$ cat config.mk
export PLATFORM = sky130hd
export DESIGN_NAME = pio_port
export DESIGN_NICKNAME = d
export VERILOG_FILES = /design/src/rtl/pio_port_pkg.sv /design/src/rtl/stream_if.sv /design/src/rtl/word_fifo.sv /design/src/rtl/pio_port.sv
export VERILOG_INCLUDE_DIRS = /design/src /design/src/rtl
export SDC_FILE = /design/constraint.sdc
export NUM_CORES = 1
export LEC_CHECK = 0
export BUFFER_PORTS_ARGS = -buffer_cell sky130_fd_sc_hd__buf_2
export CAP_MARGIN = 20
export CORE_MARGIN = 2
export CORE_UTILIZATION = 50
export CTS_CLUSTER_SIZE = 20
export DETAILED_ROUTE_END_ITERATION = 8
export PLACE_DENSITY = 0.76
export SETUP_SLACK_MARGIN = 0.05
export SYNTH_ARGS = -nofsm -noshare
export SYNTH_HDL_FRONTEND = slang
export SYNTH_SLANG_ARGS = --single-unit
$ cat constraint.sdc
create_clock -name mclk -period 4.84 [get_ports mclk]
set_clock_uncertainty 0.15 [all_clocks]
set_input_delay 0.484 -clock mclk [delete_from_list [all_inputs] [get_ports mclk]]
set_output_delay 0.484 -clock mclk [all_outputs]
set_load 0.01 [all_outputs]
$ cat src/rtl/pio_port_cfg.svh
`ifndef PIO_PORT_CFG_SVH
`define PIO_PORT_CFG_SVH
// Bus shape
`define PIO_DATA_W        16
`define PIO_ADDR_W        7
// Address map (word address, bits 7:1 of the byte address)
`define PIO_ADDR_RX_DATA  7'h00
`define PIO_ADDR_RX_STS   7'h20
`define PIO_ADDR_TX_STS   7'h24
`define PIO_ADDR_CSR_BASE 7'h28
`define PIO_ADDR_CTR_LO   7'h3e
`define PIO_ADDR_CTR_HI   7'h3f
// Direct mode keeps only these low address bits
`define PIO_DIRECT_MASK   7'h03
// Burst length limit in register mode
`define PIO_BURST_MAX     16
// Value read from empty FIFOs or unmapped addresses
`define PIO_IDLE_DATA     16'h0000
// Minimum strobe high time, ns, and at 10 ns per clock
`define PIO_TCSH_NS       13
`define PIO_CLK_NS        10
`define PIO_TCSH_CYC      ((`PIO_TCSH_NS + `PIO_CLK_NS - 1) / `PIO_CLK_NS)
`define PIO_FIFO_DEPTH    8
`endif

$ cat src/rtl/pio_port_pkg.sv
package pio_port_pkg;
  typedef enum logic [1:0] {
    ST_IDLE,
    ST_READ,
    ST_WRITE
  } cycle_state_t;
  typedef enum logic [1:0] {
    SRC_NONE,
    SRC_RX_DATA,
    SRC_RX_STS,
    SRC_TX_STS
  } read_src_t;
endpackage

$ cat src/rtl/stream_if.sv
`timescale 1ns/1ps
interface stream_if #(parameter int W = 16);
  logic         valid;
  logic         ready;
  logic [W-1:0] data;
  modport src (output valid, output data, input ready);
  modport snk (input valid, input data, output ready);
endinterface

$ cat src/rtl/word_fifo.sv
`timescale 1ns/1ps
module word_fifo #(
  parameter int W     = 16,
  parameter int DEPTH = 8
) (
  // Clock and reset
  input wire logic mclk,
  input wire logic rstn,
  // Fill and drain sides
  stream_if.snk    wr,
  stream_if.src    rd
);
  localparam int AW = $clog2(DEPTH);
  // Pointer wrap and the full test rely on a power-of-two depth
  if (DEPTH < 2 || (1 << AW) != DEPTH) begin : g_depth_check
    $error("DEPTH must be a power of two");
  end
  logic [W-1:0] mem [DEPTH];
  logic [AW:0]  wptr_reg;
  logic [AW:0]  rptr_reg;
  logic         full;
  logic         empty;
  logic         push;
  logic         pop;

  // Extra pointer bit tells full from empty
  assign empty    = (wptr_reg == rptr_reg);
  assign full     = (wptr_reg[AW] != rptr_reg[AW]) && (wptr_reg[AW-1:0] == rptr_reg[AW-1:0]);
  assign wr.ready = !full;
  assign rd.valid = !empty;
  assign rd.data  = mem[rptr_reg[AW-1:0]];
  assign push     = wr.valid && !full;
  assign pop      = rd.ready && !empty;

  // Storage write
  always_ff @(posedge mclk) begin
    if (push) begin
      mem[wptr_reg[AW-1:0]] <= wr.data;
    end
  end

  // Pointers
  always_ff @(posedge mclk or negedge rstn) begin
    if (!rstn) begin
      wptr_reg <= '0;
      rptr_reg <= '0;
    end else begin
      if (push) begin
        wptr_reg <= wptr_reg + 1'b1;
      end
      if (pop) begin
        rptr_reg <= rptr_reg + 1'b1;
      end
    end
  end
endmodule // word_fifo

$ cat src/rtl/pio_port.sv
// Functional notes
// - Single reads return CSR, RX data, RX status or TX status by address.
// - Counter value is snapshotted at read start and held all cycle.
// - Read starts when select and read strobe both low; ends when either rises.
// - Burst reads keep strobes low; new address gives new data, up to 16.
// - FIFO select high makes every read return RX data FIFO words.
// - Direct mode reads RX data for any address; a change in any of bits 7:1 is a step.
// - Direct burst allows unlimited reads, one FIFO pop per address step.
// - FIFO select is registered with the address lines, but only an address change is a step.
// - All writes use one write cycle type framed by select and write strobe.
// - Write starts when select and write strobe both low; ends when either rises.
// - Data bus is 16 bits for every cycle type.
`timescale 1ns/1ps
`include "pio_port_cfg.svh"
module pio_port #(
  parameter int DW         = `PIO_DATA_W,
  parameter int BURST_MAX  = `PIO_BURST_MAX,
  parameter int FIFO_DEPTH = `PIO_FIFO_DEPTH
) (
  // Clock and reset
  input  wire logic                   mclk,
  input  wire logic                   rstn,
  // Host bus pins, word address bits 7:1
  input  wire logic                   chip_select_low,
  input  wire logic                   read_strobe_low,
  input  wire logic                   write_strobe_low,
  input  wire logic                   fifo_sel,
  input  wire logic [`PIO_ADDR_W-1:0] addr,
  input  wire logic [DW-1:0]          data_in,
  output      logic [DW-1:0]          data_out,
  output      logic                   data_oe,
  // RX data words from the receive path
  input  wire logic                   rx_data_valid,
  output      logic                   rx_data_ready,
  input  wire logic [DW-1:0]          rx_data,
  // RX and TX status words
  input  wire logic                   rx_sts_valid,
  input  wire logic [DW-1:0]          rx_sts,
  output      logic                   rx_sts_pop,
  input  wire logic                   tx_sts_valid,
  input  wire logic [DW-1:0]          tx_sts,
  output      logic                   tx_sts_pop,
  // Live counter to be snapshotted, 32 bits as two words
  input  wire logic [2*DW-1:0]        counter,
  // CSR side, 8 words
  input  wire logic [8*DW-1:0]        csr_rdata,
  output      logic                   csr_we,
  output      logic [2:0]             csr_waddr,
  output      logic [DW-1:0]          csr_wdata,
  // Strobe high time violation seen
  output      logic                   tcsh_violation
);
  // Burst count saturates at 31, so a longer limit could never be reached
  if (DW != 16) begin : g_dw_check
    $error("Host data bus is 16 bits");
  end
  if (BURST_MAX < 1 || BURST_MAX > 31) begin : g_burst_check
    $error("BURST_MAX must lie between 1 and 31");
  end

  pio_port_pkg::cycle_state_t state_reg;
  pio_port_pkg::read_src_t    src;
  logic                       rd_act;
  logic                       wr_act;
  logic [`PIO_ADDR_W-1:0]     addr_reg;
  logic                       fsel_reg;
  logic [DW-1:0]              wdata_reg;
  logic [2*DW-1:0]            snap_reg;
  logic [DW-1:0]              dout_reg;
  logic [4:0]                 burst_reg;
  logic [3:0]                 high_reg;
  logic                       step;
  logic                       first;
  logic [`PIO_ADDR_W-1:0]     eff_addr;
  logic [DW-1:0]              fifo_word;
  logic                       fifo_take;

  stream_if #(.W(DW)) fill_if ();
  stream_if #(.W(DW)) drain_if ();

  // Receive words are staged so the host sees a word ready at strobe time
  assign fill_if.valid  = rx_data_valid;
  assign fill_if.data   = rx_data;
  assign rx_data_ready  = fill_if.ready;
  assign fifo_word      = drain_if.data;
  assign drain_if.ready = fifo_take;

  word_fifo #(.W(DW), .DEPTH(FIFO_DEPTH)) u_fifo (
    .mclk (mclk),
    .rstn (rstn),
    .wr   (fill_if),
    .rd   (drain_if)
  );

  // Cycle framing from both strobes together
  assign rd_act = !chip_select_low && !read_strobe_low;
  assign wr_act = !chip_select_low && !write_strobe_low;
  assign first  = (state_reg == pio_port_pkg::ST_IDLE) && rd_act;
  assign step   = (state_reg == pio_port_pkg::ST_READ) && rd_act && (addr != addr_reg);

  // Direct mode masks the upper address bits, select sampled with address
  assign eff_addr = fifo_sel ? (addr & `PIO_DIRECT_MASK) : addr;

  // Source of the word for the current address
  always_comb begin
    src = pio_port_pkg::SRC_NONE;
    if (fifo_sel) begin
      src = pio_port_pkg::SRC_RX_DATA;
    end else if (eff_addr < `PIO_ADDR_RX_STS) begin
      src = pio_port_pkg::SRC_RX_DATA;
    end else if (eff_addr == `PIO_ADDR_RX_STS) begin
      src = pio_port_pkg::SRC_RX_STS;
    end else if (eff_addr == `PIO_ADDR_TX_STS) begin
      src = pio_port_pkg::SRC_TX_STS;
    end
  end

  // Pops happen once per access, at cycle start or on each address step
  assign fifo_take  = (first || step) && (src == pio_port_pkg::SRC_RX_DATA)
                      && drain_if.valid;
  assign rx_sts_pop = (first || step) && (src == pio_port_pkg::SRC_RX_STS) && rx_sts_valid;
  assign tx_sts_pop = (first || step) && (src == pio_port_pkg::SRC_TX_STS) && tx_sts_valid;

  // Cycle state
  always_ff @(posedge mclk or negedge rstn) begin
    if (!rstn) begin
      state_reg <= pio_port_pkg::ST_IDLE;
    end else begin
      case (state_reg)
        pio_port_pkg::ST_IDLE: begin
          if (rd_act) begin
            state_reg <= pio_port_pkg::ST_READ;
          end else if (wr_act) begin
            state_reg <= pio_port_pkg::ST_WRITE;
          end
        end
        pio_port_pkg::ST_READ: begin
          if (!rd_act) begin
            state_reg <= pio_port_pkg::ST_IDLE;
          end
        end
        pio_port_pkg::ST_WRITE: begin
          if (!wr_act) begin
            state_reg <= pio_port_pkg::ST_IDLE;
          end
        end
        default: state_reg <= pio_port_pkg::ST_IDLE;
      endcase
    end
  end

  // Address and select follow the bus while a cycle is open
  always_ff @(posedge mclk or negedge rstn) begin
    if (!rstn) begin
      addr_reg  <= '0;
      fsel_reg  <= 1'b0;
      wdata_reg <= '0;
    end else if (rd_act || wr_act) begin
      addr_reg  <= addr;
      fsel_reg  <= fifo_sel;
      wdata_reg <= data_in;
    end
  end

  // Counter snapshot only at read start keeps both halves coherent
  always_ff @(posedge mclk or negedge rstn) begin
    if (!rstn) begin
      snap_reg <= '0;
    end else if (first) begin
      snap_reg <= counter;
    end
  end

  // Burst length count; beyond the limit in register mode reads idle data
  always_ff @(posedge mclk or negedge rstn) begin
    if (!rstn) begin
      burst_reg <= '0;
    end else if (first) begin
      burst_reg <= 5'h01;
    end else if (step && burst_reg < 5'h1f) begin
      burst_reg <= burst_reg + 5'h01;
    end
  end

  // Read word register, loaded at start and on every address step
  always_ff @(posedge mclk or negedge rstn) begin
    if (!rstn) begin
      dout_reg <= `PIO_IDLE_DATA;
    end else if (first || step) begin
      if (!fifo_sel && step && burst_reg >= 5'(BURST_MAX)) begin
        dout_reg <= `PIO_IDLE_DATA;
      end else begin
        case (src)
          pio_port_pkg::SRC_RX_DATA: dout_reg <= drain_if.valid ? fifo_word : `PIO_IDLE_DATA;
          pio_port_pkg::SRC_RX_STS:  dout_reg <= rx_sts_valid ? rx_sts : `PIO_IDLE_DATA;
          pio_port_pkg::SRC_TX_STS:  dout_reg <= tx_sts_valid ? tx_sts : `PIO_IDLE_DATA;
          default: begin
            if (eff_addr == `PIO_ADDR_CTR_LO) begin
              dout_reg <= first ? counter[DW-1:0] : snap_reg[DW-1:0];
            end else if (eff_addr == `PIO_ADDR_CTR_HI) begin
              dout_reg <= first ? counter[2*DW-1:DW] : snap_reg[2*DW-1:DW];
            end else if (eff_addr >= `PIO_ADDR_CSR_BASE
                         && eff_addr < `PIO_ADDR_CSR_BASE + 7'h08) begin
              dout_reg <= csr_rdata[DW*(3'(eff_addr - `PIO_ADDR_CSR_BASE)) +: DW];
            end else begin
              dout_reg <= `PIO_IDLE_DATA;
            end
          end
        endcase
      end
    end
  end

  // Bus driven only while the read is open
  assign data_out = dout_reg;
  assign data_oe  = (state_reg == pio_port_pkg::ST_READ) && rd_act;

  // Write takes effect once, at the first deasserting edge
  always_ff @(posedge mclk or negedge rstn) begin
    if (!rstn) begin
      csr_we    <= 1'b0;
      csr_waddr <= '0;
      csr_wdata <= '0;
    end else begin
      csr_we <= 1'b0;
      if (state_reg == pio_port_pkg::ST_WRITE && !wr_act && !fsel_reg
          && addr_reg >= `PIO_ADDR_CSR_BASE && addr_reg < `PIO_ADDR_CSR_BASE + 7'h08) begin
        csr_we    <= 1'b1;
        csr_waddr <= 3'(addr_reg - `PIO_ADDR_CSR_BASE);
        csr_wdata <= wdata_reg;
      end
    end
  end

  // Host side timing watch: strobes high shorter than the minimum
  always_ff @(posedge mclk or negedge rstn) begin
    if (!rstn) begin
      high_reg       <= 4'hf;
      tcsh_violation <= 1'b0;
    end else if (rd_act || wr_act) begin
      if (state_reg == pio_port_pkg::ST_IDLE && high_reg < 4'(`PIO_TCSH_CYC)) begin
        tcsh_violation <= 1'b1;
      end
      high_reg <= 4'h0;
    end else if (high_reg != 4'hf) begin
      high_reg <= high_reg + 4'h1;
    end
  end
endmodule // pio_port

==> results of run 1 <==
Yosys cell counts, drive strengths merged, types with 2 or more instances:
library cell / instances
edfxtp: 128
dfrtp: 108
mux2: 102
mux4: 64
nand2: 35
nand3: 30
clkbuf: 27
buf: 24
a21oi: 17
nor2: 17
xnor2: 14
nand4: 13
o21ai: 13
a221o: 11
a32o: 10
mux2i: 9
nor3: 9
xor2: 8
o31ai: 6
a221oi: 5
inv: 5
o311a: 5
dfstp: 4
ha: 4
nor3b: 4
nand2b: 3
nor4: 3
nor4b: 3
a22oi: 2
and2: 2
and3: 2
nand3b: 2
nand4b: 2
o2111ai: 2
o211ai: 2
o21ba: 2
or2: 2
critical path, stage by stage:
cell	delay (ns)
buf_2	0.62
xnor2_1	0.19
nand3_1	0.24
o31ai_4	0.12
buf_4	0.22
nor3b_1	0.41
buf_2	0.21
cells in the final DEF (no fill, tap or decap), types with 3 or more instances in the layout:
cell and instances:
clkbuf_1 6, buf_4 20, mux4_2 64, clkinv_2 3, diode_2 6, nand2_1 35, o311a_1 5, mux2i_1 9
nand3_1 30, nor3_1 7, buf_2 279, nor2_1 16, a21oi_1 16, dfstp_2 4, xor2_1 8, ha_1 4
a32o_1 10, clkbuf_8 6, clkbuf_16 25, mux2_2 102, nand4_1 13, inv_1 5, a221o_1 11, o21ai_0 12
o31ai_2 5, edfxtp_1 128, dfrtp_1 107, a221oi_1 5, xnor2_1 14
power by group:
group | leakage, nW | internal, mW | switching [mW]
clock network | 0.387 | 1.09 | 0.724
logic | 2.66 | 0.845 | 0.815
registers | 2.54 | 2.53 | 0.216
total | 5.58 | 4.46 | 1.75
logic make-up after synthesis:
logic type                 count (synthesis)  synth area share
AOI/OAI and AO/OA                         81           0.05807
muxes                                    175            0.2397
DFF                                      240            0.5948
buffers and inverters                     56           0.02260
xor gates and xnor gates                  22           0.01723
and+or+nand+nor                          131           0.06311
adders and majority gates                  4          0.004476
worst min path at each step:
stage | cells past startpoint | to | start | slack [ns]
after global routing | 2 | state_reg[1]$_DFFE_PN0P_ | write_strobe_low | 0.04
after floorplan | 0 | addr_reg[0]$_DFFE_PN0N_ | rstn | 0.04
final | 2 | state_reg[1]$_DFFE_PN0P_ | write_strobe_low | 0.06
after CTS | 2 | state_reg[1]$_DFFE_PN0P_ | write_strobe_low | 0.04
after global placement | 1 | tcsh_violation$_DFFE_PN0P_ | tcsh_violation$_DFFE_PN0P_ | 0.32
after detailed placement | 1 | tcsh_violation$_DFFE_PN0P_ | tcsh_violation$_DFFE_PN0P_ | 0.32
through the flow:
stage / power [mW] / instances / setup WS (ns)
finish: 6.215 / 1287 / 1.670
global route: 6.515 / 1286 / 1.538
CTS: 6.278 / 1281 / 1.718
detailed placement: 4.447 / 1237 / 1.726
global placement: 4.405 / 1237 / 1.749
floorplan: 3.847 / 709 / 1.189
per-layer routing:
metal,vias up,routed length (um),GRT usage,part of all wire
li1,3369,-,-,-
met5,-,27,0,0.00094
met2,279,14380,0.4140,0.50
met1,3719,11520,0.3122,0.40
met3,65,1752,0.04228,0.061
met4,4,1072,0.08301,0.037
layout make-up:
class,count,area [sq um],area share
multi-input cells,413,4355,0.3172
clock inverters,6,52.55,0.003827
clock buffers,37,730.7,0.05321
diodes,6,15.01,0.001093
inverters,5,18.77,0.001367
repair buffers,300,1556,0.1133
well taps,280,350.3,0.02551
flip-flops and latches,240,6653,0.4845
==> results.md, run 1 <==
* Tcrit/Tclk final at 0.6549
* Worst EP required at 4.21 ns
* Max reg flops at 128
* Worst reg2reg setup slack at 1.91 ns
* Crit path launch type: primary input
* Ys async rst share at 0.4667
* Top_reg_cell synth: edfxtp_1
* Crit path kind: primary input to output pin
* Worst skew pair latency at 0.50 ns
* Synth-to-layout area growth at 22.80%
* CTS H-tree depth at 1
* CTS Hold Bufs at 1
* Total Wirelength at 28750 um
* Mapped Cells at 709
* Register bit total from synthesis at 240
* Netlist cell types at 56
* Worst-path clk slew at 0.05 ns
* Post-CTS setup buffer count at 0
* Total track usage at 0.2410
* Core Util, Final at 0.6273
* Worst Tran Pin Value at 0.9979 ns
* RSZ-0062 raised after global routing: false
* CP Capture Type: output pin
* Placed Area at 12920 sq um
* Leakage power at 5.580 nW
* Final setup vio count at 0
* Share of cells above drive strength 1 at 0.5305
* Largest net degree at the start of global routing at 47
* CTS tree: done
* Initial antenna violation count at 8
* Worst R2R Path Depth at 5
* First-pass GRT wire length at 44060 um
* Via count at 7436
* Vias in the first global route at 7646
* Slew HR at 0.3323
* Crit. Startpoint: addr[1]
* Ports at 281
* Setup TNS at 0 ns
* Top post-synthesis cells by area: edfxtp_1 (34%), dfrtp_1 (24%), mux4_2 (13%)
* Die area at 23580 sq um
* Sequential element share of the synthesized area at 0.5948
* Number of flops mapped to enable cells by yosys at 128
* Max-cap violations at 0
* Area leader, netlist: edfxtp_1
* Total global routing overflow at 0
* Initial Util at 0.5108
* Worst vdd ir at 0.3102 mV
* HP Class: primary input to flip-flop
* Post-CTS resize count at 0
* Clock Root Buffer: clkbuf_16
* DRT antenna net count at 0
* Crit path arrival time at 2.54 ns
* Nets at 1229
* CTS Sinks at 240
* Maximum clock path buffer count at 3
* Status: completed
* DP HPWL at 21210 um
* CP endpoint: rx_sts_pop
* Iter 0 DRT Violations at 531
* Period minus WS final at 3.170 ns
* Syn Std Cell Area at 11180 sq um
* Max-slew violations at 0
* Hold_ws at 0.05556 ns
* PD cells at 452.6 nW/um^2
* Critical Path Fanout Max at 36
* Num CTS Buffers at 25
* Routed vias/inst at 5.778
* Wirelength per Cell at 22.34 um
* Final instance area at 13730 sq um
* # rows at 54
* IO Port Bufs at 280
* Max Fclk at 315.5 MHz
* Area share of the largest cell type after synthesis at 0.3437
* Hold Fails Final Rpt at 0
* Avg Cell Area, Syn at 15.77 sq um
* Fillers at 1642
* Syn_nets at 953
* Post-route DRC violation count at 0
* Die W at 153.5 um
* Reg-to-reg critical path startpoint: u_fifo.rptr_reg[0]$_DFFE_PN0P_
* Core region area at 21890 sq um
* Die Ht at 153.5 um
* Synth Warn # at 0
* Reg2reg end: data_out[15]$_DFFE_PN0N_
* Gpl congestion at 0.8742
* DR pass1 iterations at 5
No activity file was read; power rests on OpenSTA's default activity.
==> run 2, diff against run 1 <==
--- a/config.mk
+++ b/config.mk
@@ -6,13 +6,14 @@
 export SDC_FILE = /design/constraint.sdc
 export NUM_CORES = 1
 export LEC_CHECK = 0
+export ABC_AREA = 1
 export BUFFER_PORTS_ARGS = -buffer_cell sky130_fd_sc_hd__buf_2
 export CAP_MARGIN = 20
 export CORE_MARGIN = 2
-export CORE_UTILIZATION = 50
+export CORE_UTILIZATION = 49
 export CTS_CLUSTER_SIZE = 20
 export DETAILED_ROUTE_END_ITERATION = 8
-export PLACE_DENSITY = 0.76
+export PLACE_DENSITY = 0.77
 export SETUP_SLACK_MARGIN = 0.05
 export SYNTH_ARGS = -nofsm -noshare
 export SYNTH_HDL_FRONTEND = slang
==> constraint.sdc (replaced) <==
create_clock -name mclk -period 2.9 [get_ports mclk]
set_clock_uncertainty 0.15 [all_clocks]
set_input_delay 0.29 -clock mclk [delete_from_list [all_inputs] [get_ports mclk]]
set_output_delay 0.29 -clock mclk [all_outputs]
set_load 0.01 [all_outputs]
==> results.md, run 2 <==
* Status: completed (unchanged)
* Hold path cells at 5 (was 2)
* Reg-to-reg critical path startpoint: state_reg[1]$_DFFE_PN0P_ (was u_fifo.rptr_reg[0]$_DFFE_PN0P_)
* Num CTS Buffers at 25 (unchanged)
* CTS Sinks at 240 (unchanged)
* Initial antenna violation count at 9 (was 8)
* Worst-path clk slew at 0.06 ns (was 0.05 ns)
* Reg2reg end: data_out[6]$_DFFE_PN0N_ (was data_out[15]$_DFFE_PN0N_)
* DR pass1 iterations at 7 (was 5)
* Fin cells at 2202 (was 1287)
* IO Port Bufs at 280 (unchanged)
* Iter 0 DRT Violations at 835 (was 531)
* Post-CTS resize count at 0 (unchanged)
* Crit path arrival time at 2.25 ns (was 2.54 ns)
* Slew HR at 0.4255 (was 0.3323)
* Register bit total from synthesis at 240 (unchanged)
* Total Wirelength at 36020 um (was 28750 um)
* # rows at 57 (was 54)
* Total track usage at 0.2757 (was 0.2410)
* Largest net degree at the start of global routing at 67 (was 47)
* Max-cap violations at 0 (unchanged)
* Vias in the first global route at 10880 (was 7646)
* DP HPWL at 25220 um (was 21210 um)
* Max Fclk at 371.6 MHz
* Top-count cell post-synth: nand2_1 (was edfxtp_1)
* Worst Tran Pin Value at 0.8564 ns (was 0.9979 ns)
* Top_reg_cell synth: edfxtp_1 (unchanged)
* Number of flops mapped to enable cells by yosys at 128 (unchanged)
* Total global routing overflow at 0 (unchanged)
* Crit path launch type: primary input (unchanged)
* Gpl congestion at 0.9357 (was 0.8742)
* Max-slew violations at 0 (unchanged)
* Setup TNS at 0 ns (unchanged)
* Worst EP required at 2.46 ns (was 4.21 ns)
* Via count at 11120 (was 7436)
* RSZ-0062 raised after global routing: false (unchanged)
* Ports at 281 (unchanged)
* Avg Cell Area, Syn at 8.059 sq um (was 15.77 sq um)
* Post-route DRC violation count at 0 (unchanged)
* CP Capture Type: output pin (unchanged)
* Worst skew pair latency at 0.53 ns (was 0.50 ns)
* Sequential element share of the synthesized area at 0.5513 (was 0.5948)
* Clock Root Buffer: clkbuf_16 (unchanged)
* PD cells at 706.8 nW/um^2 (was 452.6 nW/um^2)
* Final setup vio count at 0 (unchanged)
* Worst Hold End: snap_reg[26]$_DFFE_PN0P_ (was state_reg[1]$_DFFE_PN0P_)
* Die W at 160.9 um (was 153.5 um)
* Synth Warn # at 0 (unchanged)
* Period minus WS final at 2.691 ns
* First-pass GRT wire length at 56240 um (was 44060 um)
* Max reg flops at 128 (unchanged)
* Tcrit/Tclk final at 0.9280
* Wirelength per Cell at 16.36 um (was 22.34 um)
* Hold Fails Final Rpt at 0 (unchanged)
* Share of cells above drive strength 1 at 0.2140 (was 0.5305)
* Nets at 2094 (was 1229)
* Routed vias/inst at 5.048 (was 5.778)
* Initial Util at 0.4975 (was 0.5108)
* Post-synth top cells: nand2_1 (485), nor2_1 (209), inv_1 (141), nand3_1 (136), o21ai_0 (130) (was edfxtp_1 (128), dfrtp_1 (108), mux2_2 (102), mux4_2 (64), nand2_1 (35))
* Top post-synthesis cells by area: edfxtp_1 (32%), dfrtp_1 (22%), nand2_1 (15%) (was edfxtp_1 (34%), dfrtp_1 (24%), mux4_2 (13%))
* Netlist cell types at 35 (was 56)
* Leading cell types in the layout, fill and taps excluded: nand2_1 (485), buf_2 (279), nor2_1 (209) (was buf_2 (279), edfxtp_1 (128), dfrtp_1 (107))
* Area share of the largest cell type after synthesis at 0.3186 (was 0.3437)
* Mapped Cells at 1497 (was 709)
* Worst hold start: read_strobe_low (was write_strobe_low)
* Die area at 25890 sq um (was 23580 sq um)
* HP Class: primary input to flip-flop (unchanged)
* Syn Std Cell Area at 12060 sq um (was 11180 sq um)
* Dpl cells at 2061 (was 1237)
* Worst R2R Path Depth at 9 (was 5)
* Crit path kind: primary input to output pin (unchanged)
* CTS H-tree depth at 1 (unchanged)
* Worst vdd ir at 0.5511 mV (was 0.3102 mV)
* Critical Path Fanout Max at 15 (was 36)
* CTS tree: done (unchanged)
* Core region area at 24250 sq um (was 21890 sq um)
* Most common cell after layout, fill and taps aside: nand2_1 (was buf_2)
* Ys async rst share at 0.4667 (unchanged)
* Synth-to-layout area growth at 28.52% (was 22.80%)
* Worst reg2reg setup slack at 0.65 ns (was 1.91 ns)
* DRT antenna net count at 0 (unchanged)
* Die Ht at 160.9 um (was 153.5 um)
* Maximum clock path buffer count at 3 (unchanged)
* Syn_nets at 1741 (was 953)
* Area leader, netlist: edfxtp_1 (unchanged)
* Leakage power at 7.601 nW (was 5.580 nW)
run 2: cell count changes in the layout (fill, tap and decap cells not counted), moves of 74 or more:
cell,change
o21ai_0,+118
mux2_2,-102
dlygate4sd3_1,+74
inv_1,+136
nand3_1,+106
nand2_1,+450
nor2_1,+193
run 2: power by group:
part	internal (mW)	switching (mW)
clock	1.94	1.33
combinational	1.11	2.13
sequential	4.20	0.252
total	7.25	3.71
run 2: logic make-up after synthesis:
group	count (synthesis)	share of synthesized area
AO/OA/AOI/OAI	160	0.07115
buffers and inverters	223	0.07488
flip-flops	240	0.5513
XOR/XNOR	10	0.007260
AND/OR/NAND/NOR	860	0.2912
adder cells (fa/ha/maj)	4	0.004149
run 2: metrics by stage:
stage / util / total power, mW / worst slack, ns / hold slack, ns / cell area (sq um)
6_report: 0.6394 / 10.96 / 0.2089 / 0.01151 / 15500
5_1_grt: 0.6394 / 11.64 / 0.1081 / 0.01870 / 15500
4_1_cts: 0.6346 / 10.99 / 0.06385 / 0.002815 / 15390
3_5_place_dp: 0.5686 / 7.630 / 0.6013 / 0.1925 / 13790
3_3_place_gp: 0.5686 / 7.547 / 0.6096 / 0.1954 / 13790
2_1_floorplan: - / 6.506 / 0.4580 / -0.1556 / 12060
run 2: how the worst max path moves through the flow:
| stage | from | end | slack, ns | depth (start not counted) |
|---|---|---|---|---|
| floorplan | u_fifo.rptr_reg[0]$_DFFE_PN0P_ | u_fifo.mem[0][0]$_DFFE_PP_ | 0.46 | 10 |
| global placement | fifo_sel | tx_sts_pop | 0.61 | 7 |
| detailed placement | fifo_sel | tx_sts_pop | 0.60 | 7 |
| CTS | addr[2] | tx_sts_pop | 0.06 | 9 |
| global route | addr[2] | rx_sts_pop | 0.11 | 9 |
| finish | addr[2] | rx_sts_pop | 0.21 | 9 |
run 2: cell type report:
cell class / count / area, sq um
Fill cell: 2044 / 8743
Sequential cell: 240 / 6651
Multi-Input combinational cell: 1034 / 4509
Timing Repair Buffer: 394 / 2485
Clock buffer: 31 / 678.2
Inverter: 155 / 581.8
Tap cell: 324 / 405.4
Clock inverter: 15 / 171.4
Antenna cell: 9 / 22.52
run 2: what timing repair did:
action,in CTS,in global routing
hold buffers,75,0
setup endpoints to repair,0,1
endpoints found under the hold margin,229,0
setup buffers,0,11
run 2: critical path: stages:
cell	delay (ns)
dlygate4sd3_1	0.55
buf_2	0.14
inv_2	0.09
nor2_4	0.05
buf_12	0.14
nor2_1	0.25
nand2_1	0.37
nor2_1	0.22
buf_2	0.15
run 2: layer usage:
layer	wire length [um]	vias up	share of wire	global-route usage
met5	0	-	0	0
met4	2309	0	0.064	0.1741
met3	2459	112	0.068	0.04830
met2	17520	441	0.49	0.4770
met1	13720	5077	0.38	0.3178
li1	-	5485	-	-
==> run 3, diff against run 2 <==
--- a/config.mk
+++ b/config.mk
@@ -10,10 +10,10 @@
 export BUFFER_PORTS_ARGS = -buffer_cell sky130_fd_sc_hd__buf_2
 export CAP_MARGIN = 20
 export CORE_MARGIN = 2
-export CORE_UTILIZATION = 49
+export CORE_UTILIZATION = 50
 export CTS_CLUSTER_SIZE = 20
 export DETAILED_ROUTE_END_ITERATION = 8
-export PLACE_DENSITY = 0.77
+export PLACE_DENSITY = 0.75
 export SETUP_SLACK_MARGIN = 0.05
 export SYNTH_ARGS = -nofsm -noshare
 export SYNTH_HDL_FRONTEND = slang
==> constraint.sdc (replaced) <==
create_clock -name mclk -period 3.3 [get_ports mclk]
set_clock_uncertainty 0.15 [all_clocks]
set_input_delay 0.33 -clock mclk [delete_from_list [all_inputs] [get_ports mclk]]
set_output_delay 0.33 -clock mclk [all_outputs]
set_load 0.01 [all_outputs]
==> results.md, run 3 (same netlist as run 2, synthesis figures left out) <==
* Cells along the critical path: dlygate4sd3_1 > buf_2 > nor2_2 > nand3_2 > nor2_2 > nand2_1 > nor2_1 > buf_2 (was dlygate4sd3_1 > buf_2 > inv_2 > nor2_4 > buf_12 > nor2_1 > nand2_1 > nor2_1 > buf_2)
* Synth-to-layout area growth at 26.99% (was 28.52%)
* Worst-path clk slew at 0.06 ns (about the same)
* RSZ-0062 raised after global routing: false (unchanged)
* Crit path launch type: primary input (unchanged)
* Max-slew violations at 0 (unchanged)
* Final instance area at 15320 sq um (was 15500 sq um)
* Die area at 25390 sq um (was 25890 sq um)
* Period minus WS final at 2.818 ns
* Hold_ws at 0.02692 ns (was 0.01151 ns)
* First-pass GRT wire length at 55940 um (was 56240 um)
* Die Ht at 159.3 um (was 160.9 um)
* Total global routing overflow at 0 (unchanged)
* Fillers at 1988 (was 2044)
* Vias in the first global route at 11020 (was 10880)
* Slowest stage delay, CP at 0.55 ns (about the same)
* Via count at 11090 (was 11120)
* Initial antenna violation count at 6 (was 9)
* Hold Fails Final Rpt at 0 (unchanged)
* CTS tree: done (unchanged)
* Post-CTS resize count at 0 (unchanged)
* Total Wirelength at 35300 um (was 36020 um)
* Max reg flops at 128 (unchanged)
* Tcrit/Tclk final at 0.8539
* Max-cap violations at 0 (unchanged)
* Final setup vio count at 0 (unchanged)
* PD cells at 631.1 nW/um^2 (was 706.8 nW/um^2)
* Top delay family on crit path: simple AND/OR/NAND/NOR gates (was buffers and inverters)
* Worst skew pair latency at 0.52 ns (was 0.53 ns)
* Gpl congestion at 0.9519 (was 0.9357)
* Iter 0 DRT Violations at 822 (was 835)
* Core region area at 23610 sq um (was 24250 sq um)
* Nets at 2075 (was 2094)
* Most common cell after layout, fill and taps aside: nand2_1 (unchanged)
* Crit path arrival time at 2.34 ns (was 2.25 ns)
* Num CTS Buffers at 25 (unchanged)
* Worst vdd ir at 0.4821 mV (was 0.5511 mV)
* Worst EP required at 2.82 ns (was 2.46 ns)
* CTS Sinks at 240 (unchanged)
* Total track usage at 0.2750 (was 0.2757)
* Routed vias/inst at 5.097 (was 5.048)
* Pre-CTS WS at 0.6608 ns (was 0.6013 ns)
* Largest net degree at the start of global routing at 66 (was 67)
* Share of cells above drive strength 1 at 0.2103 (was 0.2140)
* Leading cell types in the layout, fill and taps excluded: nand2_1 (485), buf_2 (279), nor2_1 (209) (unchanged)
* Max Fclk at 354.9 MHz
* Wirelength per Cell at 16.23 um (was 16.36 um)
* CTS H-tree depth at 1 (unchanged)
* DP HPWL at 25030 um (was 25220 um)
* Ports at 281 (unchanged)
* Crit path kind: primary input to output pin (unchanged)
* # rows at 56 (was 57)
* Slowest cell on crit path: dlygate4sd3_1 (unchanged)
* CP Capture Type: output pin (unchanged)
* Final worst slack at 0.4820 ns (was 0.2089 ns)
* Crit path buf inv count at 3 (was 5)
* Critical Path Fanout Max at 13 (was 15)
* Post-CTS setup buffer count at 0 (unchanged)
* Leakage power at 7.514 nW (was 7.601 nW)
* IO Port Bufs at 280 (unchanged)
* Initial Util at 0.5109 (was 0.4975)
* Die W at 159.3 um (was 160.9 um)
* Worst Tran Pin Value at 0.8463 ns (was 0.8564 ns)
* Setup TNS at 0 ns (unchanged)
* Post-route DRC violation count at 0 (unchanged)
* Maximum clock path buffer count at 3 (unchanged)
* Final Power at 9.668 mW (was 10.96 mW)
* HP Class: primary input to flip-flop (unchanged)
* Placed Area at 13760 sq um (was 13790 sq um)
* DR pass1 iterations at 7 (unchanged)
* Clock Root Buffer: clkbuf_16 (unchanged)
* DRT antenna net count at 0 (unchanged)
* Slew HR at 0.4337 (was 0.4255)
* Status: completed (unchanged)
==> run 3: cell count changes in the layout (fill, tap and decap cells not counted), sizes merged <==
cell / change
buf: -12
bufinv: +1
clkbuf: -1
diode: -3
dlygate4sd3: -7
==> run 3: per-stage QoR <==
step                      std cells    util
final                          2175  0.6488
after global routing           2175  0.6488
after CTS                      2169  0.6482
after detailed placement       2055  0.5828
after global placement         2055  0.5828
after floorplan                1497       -
==> run 3: power by group <==
part | total (mW) | switching [mW] | internal, mW
clock network | 2.92 | 1.15 | 1.78
registers | 3.91 | 0.218 | 3.69
logic | 2.83 | 1.87 | 0.963
==> run 3: final cells by class <==
cell class	instances	area (sq um)	share of cell area
clock inverters	16	185.2	0.01209
clock buffers	30	678.2	0.04427
repair buffers	375	2300	0.1501
diodes	6	15.01	0.0009801
inverters	155	581.8	0.03798
well taps	319	399.1	0.02605
flip-flops and latches	240	6651	0.4342
multi-input cells	1034	4509	0.2943
==> run 3: worst reg2reg max path: cells and delay by family (launching register included) <==
kind | cells | cell delay, ns
buffers and inverters | 3 | 0.68
flip-flops | 1 | 0.36
AND/OR/NAND/NOR | 6 | 1.14
==> run 3: worst paths after layout <==
| kind | from | endpoint | slack (ns) | depth (start not counted) |
|---|---|---|---|---|
| min in group asynchronous | rstn | wdata_reg[3]$_DFFE_PN0N_ | 0.27 | 2 |
| max in group asynchronous | rstn | data_out[2]$_DFFE_PN0N_ | 1.97 | 3 |
| worst max-delay path | addr[6] | rx_sts_pop | 0.48 | 8 |
| worst max register to register | u_fifo.rptr_reg[2]$_DFFE_PN0P_ | u_fifo.mem[5][14]$_DFFE_PP_ | 0.67 | 9 |
| worst min-delay path | counter[0] | snap_reg[0]$_DFFE_PN0P_ | 0.03 | 3 |
| worst min register to register | snap_reg[29]$_DFFE_PN0P_ | snap_reg[29]$_DFFE_PN0P_ | 0.33 | 2 |
==> run 3: per-layer routing <==
| metal | vias up | track usage | routed length (um) |
|---|---|---|---|
| met3 | 105 | 0.03751 | 2098 |
| li1 | 5444 | - | - |
| met1 | 5096 | 0.3243 | 13790 |
| met2 | 441 | 0.4875 | 17470 |
| met4 | 0 | 0.1492 | 1938 |
| met5 | - | 0 | 0 |
==> run 3: timing repair <==
action / CTS / global route
setup endpoints to repair: 0 / 0
hold buffers: 68 / 0
hold endpoints to repair: 226 / 0
